`config.mk`:
```
export PLATFORM = sky130hd
export DESIGN_NAME = srrc_top
export DESIGN_NICKNAME = d
export VERILOG_FILES = /design/src/shared/srrc_pkg.sv /design/src/rtl/srrc_top.sv /design/src/rtl/srrc_isolate.sv
export SDC_FILE = /design/constraint.sdc
export NUM_CORES = 1
export LEC_CHECK = 0
export BUFFER_PORTS_ARGS = -buffer_cell sky130_fd_sc_hd__buf_2
export CORE_UTILIZATION = 51
export DETAILED_ROUTE_END_ITERATION = 12
export GPL_TIMING_DRIVEN = 0
export PLACE_DENSITY = 0.76
export SYNTH_ARGS = -nofsm -noshare
export SYNTH_HDL_FRONTEND = slang
export SYNTH_HIERARCHICAL = 1
export SYNTH_SLANG_ARGS = --single-unit
```
`constraint.sdc`:
```
create_clock -name CLK -period 1.9 [get_ports CLK]
set_input_delay 0.38 -clock CLK [delete_from_list [all_inputs] [get_ports CLK]]
set_output_delay 0.38 -clock CLK [all_outputs]
set_load 0.02 [all_outputs]
```
`src/shared/srrc_pkg.sv`:
```
// package for the stand-by RAM retention controller
package srrc_pkg;
  // supply source selection for the retained RAM
  typedef enum logic [1:0] {
    SRRC_SRC_MAIN,
    SRRC_SRC_STANDBY
  } srrc_src_e;
  // sequencer states
  typedef enum logic [2:0] {
    SRRC_ST_RESET,
    SRRC_ST_RUN,
    SRRC_ST_STANDBY,
    SRRC_ST_WAKE
  } srrc_state_e;
  localparam logic SRRC_ENABLE_RESET = 1'b0;
  localparam logic SRRC_FREEZE_RESET = 1'b1;
  localparam logic SRRC_SRC_STBY_RESET = 1'b1;
  // power-on hold after the last reset event releases, in ns, and its cycle count
  localparam int SRRC_CLK_PERIOD_NS = 4;
  localparam int SRRC_WAKE_HOLD_NS = 64;
  localparam logic [7:0] SRRC_WAKE_CYCLES =
    8'((SRRC_WAKE_HOLD_NS + SRRC_CLK_PERIOD_NS - 1) / SRRC_CLK_PERIOD_NS);
endpackage

```
`src/rtl/srrc_top.sv`:
```
// stand-by RAM retention controller: freeze, supply switch, strobe isolation
//
// Behaviour
// - clearing the enable freezes the retained RAM interface at once
// - any reset event switches RAM supply to the stand-by reference
// - RAM stays frozen until software sets the enable again
// - low core supply keeps RAM frozen only while the enable bit is clear
// - with enable set, a core supply dip causes no stand-by switching
// - isolation stage blocks decaying write strobes during power-off
// - stand-by exit follows normal power-on with RAM already back on the main supply
// - low-voltage detector holds reset until core supply exceeds about 1 V
// - reset event release switches frozen RAM supply back to main, before internal reset lifts
// - real-time clock counts in stand-by only on the 32 kHz reference
module srrc_top
  import srrc_pkg::*;
(
  input wire logic CLK,
  input wire logic SYS_RST,
  input wire logic EXTERNAL_RESET_INPUT_N,
  input wire logic CORE_SUPPLY_ABOVE_1V,
  input wire logic CORE_BELOW_STANDBY_REF,
  input wire logic ENABLE_WRITE,
  input wire logic ENABLE_WDATA,
  input wire logic RTC_USES_LP_OSC,
  input wire logic RTC_TICK_MAIN,
  input wire logic RTC_TICK_LP,
  input wire logic RAM_CE_IN,
  input wire logic RAM_WE_IN,
  input wire logic RAM_OE_IN,
  output logic RETAINED_RAM_INTERFACE_ENABLE,
  output logic RAM_FREEZE,
  output logic RAM_SUPPLY_STANDBY,
  output logic INTERNAL_RESET,
  output logic RAM_CE_OUT,
  output logic RAM_WE_OUT,
  output logic RAM_OE_OUT,
  output logic RTC_TICK
);
  srrc_state_e state;
  srrc_state_e next_state;
  logic enable;
  logic next_enable;
  logic switch_active;
  logic next_freeze;
  logic reset_event;
  logic [7:0] wake_count;
  logic [7:0] next_wake_count;
  logic next_supply_standby;
  logic next_rtc_tick;
  logic [2:0] iso_in;
  logic [2:0] iso_out;

  // the core may be in reset from either source; the detector wins at low supply
  assign reset_event = ~EXTERNAL_RESET_INPUT_N | ~CORE_SUPPLY_ABOVE_1V;

  // sequencer: run, stand-by on reset, wake once reset lifts
  always_comb begin
    next_state = state;
    case (state)
      SRRC_ST_RESET: begin
        if (!reset_event) begin
          next_state = SRRC_ST_WAKE;
        end
      end
      SRRC_ST_RUN: begin
        if (reset_event) begin
          next_state = SRRC_ST_STANDBY;
        end
      end
      SRRC_ST_STANDBY: begin
        if (!reset_event) begin
          next_state = SRRC_ST_WAKE;
        end
      end
      SRRC_ST_WAKE: begin
        if (reset_event) begin
          next_state = SRRC_ST_STANDBY;
        end else if (wake_count == 8'h00) begin
          next_state = SRRC_ST_RUN;
        end
      end
      default: begin
        next_state = SRRC_ST_RESET;
      end
    endcase
  end

  always_ff @(posedge CLK or posedge SYS_RST) begin
    if (SYS_RST) begin
      state <= SRRC_ST_RESET;
    end else begin
      state <= next_state;
    end
  end

  // reset hold after any reset event
  // any new reset event restarts the hold, so a glitchy release cannot shorten it
  always_comb begin
    next_wake_count = wake_count;
    if (reset_event) begin
      next_wake_count = SRRC_WAKE_CYCLES;
    end else if (state == SRRC_ST_WAKE && wake_count != 8'h00) begin
      next_wake_count = wake_count - 8'h01;
    end
  end

  always_ff @(posedge CLK or posedge SYS_RST) begin
    if (SYS_RST) begin
      wake_count <= SRRC_WAKE_CYCLES;
    end else begin
      wake_count <= next_wake_count;
    end
  end

  always_ff @(posedge CLK or posedge SYS_RST) begin
    if (SYS_RST) begin
      INTERNAL_RESET <= 1'b1;
    end else begin
      INTERNAL_RESET <= reset_event || (next_state != SRRC_ST_RUN);
    end
  end

  // enable bit: cleared by any reset, written only while running
  // frozen until set
  // a write loses to a reset event: software cannot thaw a RAM that is powering down
  always_comb begin
    next_enable = enable;
    if (reset_event || state != SRRC_ST_RUN) begin
      next_enable = 1'b0;
    end else if (ENABLE_WRITE) begin
      next_enable = ENABLE_WDATA;
    end
  end

  always_ff @(posedge CLK or posedge SYS_RST) begin
    if (SYS_RST) begin
      enable <= SRRC_ENABLE_RESET;
    end else begin
      enable <= next_enable;
    end
  end
  assign RETAINED_RAM_INTERFACE_ENABLE = enable;

  // switching circuit: a supply dip only counts while the enable is clear
  // low supply forces freeze
  // dip ignored when enabled
  // uses the next enable so freeze and enable never disagree for a cycle
  assign switch_active = (state != SRRC_ST_RUN) || reset_event ||
                         (CORE_BELOW_STANDBY_REF && !next_enable);

  assign next_freeze = switch_active || !next_enable;

  always_ff @(posedge CLK or posedge SYS_RST) begin
    if (SYS_RST) begin
      RAM_FREEZE <= SRRC_FREEZE_RESET;
    end else begin
      RAM_FREEZE <= next_freeze;
    end
  end

  // switch back on reset release
  // the RAM is still frozen here, so the supply change cannot meet a live strobe
  always_comb begin
    next_supply_standby = RAM_SUPPLY_STANDBY;
    if (reset_event) begin
      next_supply_standby = 1'b1;
    end else if (state == SRRC_ST_STANDBY || state == SRRC_ST_RESET) begin
      next_supply_standby = 1'b0;
    end
  end

  always_ff @(posedge CLK or posedge SYS_RST) begin
    if (SYS_RST) begin
      RAM_SUPPLY_STANDBY <= SRRC_SRC_STBY_RESET;
    end else begin
      RAM_SUPPLY_STANDBY <= next_supply_standby;
    end
  end

  // strobe isolation stage
  // freeze is computed combinationally so the gate tracks the same edge as the flop
  srrc_isolate #(
    .WIDTH(3)
  ) u_iso (
    .clk(CLK),
    .rst(SYS_RST),
    .freeze(next_freeze),
    .strobe_in(iso_in),
    .strobe_out(iso_out)
  );
  assign iso_in = {RAM_CE_IN, RAM_WE_IN, RAM_OE_IN};
  assign RAM_CE_OUT = iso_out[2];
  assign RAM_WE_OUT = iso_out[1];
  assign RAM_OE_OUT = iso_out[0];

  // rtc reference choice
  // main oscillator ticks are lost once main power goes, so they only count while running
  always_comb begin
    if (RTC_USES_LP_OSC) begin
      next_rtc_tick = RTC_TICK_LP;
    end else begin
      next_rtc_tick = RTC_TICK_MAIN && !reset_event && state == SRRC_ST_RUN;
    end
  end

  always_ff @(posedge CLK or posedge SYS_RST) begin
    if (SYS_RST) begin
      RTC_TICK <= 1'b0;
    end else begin
      RTC_TICK <= next_rtc_tick;
    end
  end
endmodule // srrc_top

```
`src/rtl/srrc_isolate.sv`:
```
// isolation stage for RAM strobes, on the switched RAM supply
module srrc_isolate
  import srrc_pkg::*;
#(
  parameter int WIDTH = 3
) (
  input wire logic clk,
  input wire logic rst,
  input wire logic freeze,
  input wire logic [WIDTH-1:0] strobe_in,
  output logic [WIDTH-1:0] strobe_out
);
  // gate every strobe bit with the freeze so a sagging core strobe reads inactive
  genvar i;
  generate
    for (i = 0; i < WIDTH; i++) begin : g_bit
      always_ff @(posedge clk or posedge rst) begin
        if (rst) begin
          strobe_out[i] <= 1'b0;
        end else begin
          strobe_out[i] <= strobe_in[i] & ~freeze;
        end
      end
    end
  endgenerate
endmodule // srrc_isolate

```
; Yosys cells after proc, flatten, opt, wreduce, memory -nomap -nowiden
; Index checks and enable logic that the tools add are counted.
[totals]
ff_bits = 19
inputBits = 13
out_inout_bits = 8
[classes]
add_sub_neg = 1
eq_ne = 5
mux = 12
bitwise_logic = 7
reduce_logical = 17
[op_table]
columns = cell, count
row1 = $mux 8, 2
row2 = $mux 3, 4
row3 = $pmux 3 s3, 1
row4 = $logic_not 8->1, 1
row5 = $reduce_bool 8->1, 1
row6 = $sub 8x1->8 const B, 1
row7 = $eq 3x2->1 const B, 2
row8 = $ne 3x1->1 const B, 2
row9 = $logic_or 1x1->1, 5
row10 = $mux 1, 5
row11 = $logic_and 1x1->1, 4
row12 = $reduce_bool 2->1, 2
row13 = $and 1x1->1, 3
row14 = $eq 3x1->1 const B, 1
row15 = $logic_not 3->1, 1
row16 = $not 1->1, 3
row17 = $logic_not 1->1, 2
row18 = $reduce_or 2->1, 1
row19 = $or 1x1->1, 1

; Longest topological paths before layout
[logic_depth]
word_depth = 10
ltp_mapped = 5

; Modules after synthesis
; The synthesis kept the hierarchy.
[by_module_without_submodules]
columns = mod, instances, cells_each, area_each_um2, seq_area_each_um2
row1 = srrc_top, 1, 77, 845.8, 405.4
row2 = srrc_isolate, 1, 7, 97.6, 75.1

; Worst setup path after synthesis
; Ideal clock, no wire load.
[synth_timing]
kind = register -> register
start = register wake_count[0]
end = register wake_count[4]
setup_time_ns = 0.081
arrival_ns = 1.371
required_time_ns = 1.819
path_slack_ns = 0.447
stages_incl_launch_ff = 6
path_buffers = 0
period_less_slack_ns = 1.453
cell_sequence = dfrtp_1 -> inv_1 -> ha_1 -> nor3b_2 -> a2111o_1 -> o211ai_1
[synth_via]
elab_chain_len = 3
elab_cells_between_ends = 6
[synth_rtl]
columns = element, line_no
row1 = "start, declared", srrc_top.sv:46  ; logic [7:0] wake_count;
row2 = "start signal, assigned", srrc_top.sv:111  ; wake_count <= next_wake_count;
row3 = $sub 8x1->8 / $reduce_bool 8->1 (equally long branches), "srrc_top.sv:103, srrc_top.sv:102"
row4 = $mux 8 / $logic_and 1x1->1 (equally long branches), srrc_top.sv:102  ; end else if (state == SRRC_ST_WAKE && wake_count != 8'h00) begin
row5 = $mux 8 / $reduce_bool 2->1 (equally long branches), --
; Several ways; a longest one is shown, not always the timed one. The select of a mux whose other input is x is not followed.
; A chain may end at the register's enable or synchronous reset.

; Worst setup path after layout
[layout_timing]
start = register wake_count[0]
end = register INTERNAL_RESET
[layout_via]
elab_chain_len = 6
[layout_rtl]
columns = element, line_no
row1 = $logic_not 8->1, srrc_top.sv:78  ; end else if (wake_count == 8'h00) begin
row2 = $mux 3, srrc_top.sv:78
row3 = $mux 3, srrc_top.sv:76  ; if (reset_event) begin
row4 = $pmux 3 s3, srrc_top.sv:59  ; case (state)
row5 = $ne 3x1->1, srrc_top.sv:119  ; INTERNAL_RESET <= reset_event || (next_state != SRRC_ST_RUN);
row6 = $logic_or 1x1->1, srrc_top.sv:119
row7 = "end signal, assigned", srrc_top.sv:119
row8 = "end, declared", srrc_top.sv:33  ; output logic INTERNAL_RESET,
; Every way passes these cells.

==> out/results.ini <==
[finish]
fin_nets = 123
syn_to_final_growth_pct = 17.4
drive_above_1_share_pct = 31.5
regArea_sq_um = 480
nFillCells = 152
multiInputGateArea_sq_um = 435
antenna_cells = 0

[pwr]
p_leak_uw = 0.000485
powerDensity_nw_per_um2 = 620
ir_drop_mv = 0.485

[floorplanning]
dieWidth_um = 45.0
die_h_um = 45.0
coreArea_sq_um = 1730
die-area_sq_um = 2030
initial_core_util_pct = 54.6
rows = 15
io_pins = 21

[logic_synthesis]
yosysSeqAreaShare_pct = 50.9
yosys.cell_types.count = 35
synth_seq_cells = 19
synthFlopType = dfrtp_1
async_flop_share_pct = 100
synthesis.nets = 98
syn_inst = 84
synth_edf_count = 0
syn_avg_cell_area_sq_um = 11.2
synth_area_sq_um = 943
yosys_warnings = 6

[timing]
worst_pin_slew_ps = 600
finalSetupViolations = 0
finClkSkew_ps = 2.78
slew_viol_final = 0
fin_setup_tns_ps = 0
hold_viol = 0
final.setup.worst_slack_ps = 204
fin_crit_sh_pct = 89.2
maxSlewHeadroom_pct = 59.9
max_freq_ghz = 0.590
fin_crit_ps = 1700
rsz0062_at_grt = false

[clock_tree]
clk_pin_slew_worst_paths_ps = 110
cts_buffer_depth = 2
root_buffer = clkbuf_4
clk_latency_ps = 300
cts_buffers = 3
cts.sinks = 19
htreeDepth = 1
cts_tree = yes

[placement]
portBuffers = 19
dp_hpwl_um = 1200
place_ws_ps = 239
gp_congestion = 0.813

[grt]
met2_usage_pct = 30.4
first_global_vias = 651
grt_busiest_layer = met2
grt_use_met3_pct = 3.60
grt_usage_pct = 19.7
grt_first_pass_wirelength_um = 2800
antenna_found_initial = 0
grt_remaining_overflow = 0
grt_use_met1_pct = 26.2
grt_max_degree = 17

[run_status]
status = finished, final reports clean

[detailed_routing]
drt-initial-drc-count = 7
vias = 712
ant_nets = 0
wl_um = 1660
wl_per_cell_um = 12.5
drc = 0
drtPass1Iterations = 4
vias_per_cell = 5.35

[critical_path]
cpPeakStageDelay_ps = 430
cp-end-kind = flip-flop
cp.arrival_ps = 1930
required_ps = 2140
worstPathMaxFanout = 7
start_kind = flip-flop
critPathSlowestCell = dfrtp_1
cp_cell_sequence = inv_1 > ha_1 > nor3b_2 > a21oi_1 > or3_1
crit_type = reg2reg

[run]
cap_violations = 0

[worst_hold_path]
hold_path.class = in2reg

==> final timing paths <==
check | start | end | slack (ps) | depth (start not counted)
min in group asynchronous | SYS_RST | u_iso/strobe_out[0]$_DFF_PP0_ | 470 | 3
worst min-delay path | RTC_TICK_LP | RTC_TICK$_DFF_PP0_ | 290 | 2
worst min register to register | RAM_SUPPLY_STANDBY$_DFFE_PP1P_ | RAM_SUPPLY_STANDBY$_DFFE_PP1P_ | 490 | 2
max in group asynchronous | SYS_RST | wake_count[0]$_DFFE_PP0P_ | 830 | 3
worst max-delay path | wake_count[0]$_DFFE_PP0P_ | INTERNAL_RESET$_DFF_PP1_ | 200 | 5
worst max register to register | wake_count[0]$_DFFE_PP0P_ | INTERNAL_RESET$_DFF_PP1_ | 200 | 5
==> flip-flops by register name, indices dropped and copies added, names as in the netlist <==
signal / flops
wake_count: 8
state: 3
u_iso/strobe_out: 3
INTERNAL_RESET: 1
RAM_FREEZE: 1
RAM_SUPPLY_STANDBY: 1
RETAINED_RAM_INTERFACE_ENABLE: 1
RTC_TICK: 1
==> layer usage <==
metal	part of all wire [%]	up-vias	wire length, um
met5	0	-	0
met4	2.2	0	36
met3	3.0	5	49
met2	46	13	757
met1	49	349	812
li1	-	345	-
==> where the power goes <==
| group | switching, uW | internal [uW] | leakage (uW) | total (uW) |
|---|---|---|---|---|
| logic | 29.4 | 25.9 | 0.000221 | 55.2 |
| registers | 9.03 | 412 | 0.000247 | 421 |
| clock network | 131 | 78.7 | 0.0000177 | 210 |
| total | 170 | 517 | 0.000485 | 686 |
==> cell families (layout without fill, tap and decap cells) <==
| logic type | after synthesis | after routing | synth area share, % |
|---|---|---|---|
| DFF | 19 | 19 | 50.9 |
| other | 1 | 1 | 0.397 |
| AOI/OAI and AO/OA | 15 | 15 | 11.1 |
| and+or+nand+nor | 35 | 35 | 26.9 |
| buffers and inverters | 7 | 31 | 2.92 |
| adders and majority gates | 1 | 1 | 1.33 |
| xor gates and xnor gates | 1 | 1 | 0.929 |
| muxes | 5 | 5 | 5.44 |
==> layout by cell type (no fill, tap or decap), types with 2 or more instances in the layout <==
master	count
nand2_1	9
nor2_1	2
or3_1	4
nor2b_1	4
dfstp_2	4
buf_2	20
a211oi_1	2
o31ai_1	2
and2_1	2
a21oi_1	5
dfrtp_1	15
clkbuf_4	3
nand4bb_1	2
mux2i_1	4
nand2b_1	2
inv_1	6
==> worst max-delay path: cells and delay by family, from the launching register on <==
family	cells	cell delay (ps)
buf+inv	1	90
compound gates	1	120
simple gates	2	750
fa+ha+maj	1	240
flops	1	430
==> synthesized netlist by cell type (all sizes together), types with 2 or more instances <==
cell type,count,area (sq um)
o31ai,2,15.0
nand2b,2,12.5
inv,6,22.5
or3,4,25.0
dfstp,4,105
nand4bb,2,22.5
nand2,9,33.8
mux2i,4,40.0
nor2b,4,25.0
and2,2,12.5
nor2,2,7.51
a211oi,2,15.0
a21oi,5,25.0
nor4b,2,23.8
dfrtp,15,375
==> area by class of cell <==
class / instances / share of cell area, %
flip-flops and latches: 19 / 43.4
multi-input cells: 58 / 39.3
repair buffers: 20 / 9.49
well taps: 25 / 2.82
clock buffers: 3 / 2.03
inverters: 6 / 2.03
clock inverters: 1 / 0.452
plain buffers: 1 / 0.452
==> per-stage QoR <==
stage	utilization (%)	hold slack, ps	area [sq um]	instances	total power, uW
CTS	64.1	288	1110	133	694
finish	64.1	287	1110	133	686
global route	64.1	303	1110	133	709
global placement	62.0	250	1070	128	481
detailed placement	62.0	256	1070	128	483
floorplan	-	134	943	84	461
==> timing repair <==
action / CTS / global route
hold buffers: 1 / 0
endpoints found under the hold margin: 3 / 0
setup buffers: 0 / 0
endpoints found under the setup margin: 0 / 0
resized for setup: 0 / 0
Power figures use the tool's default switching activity.
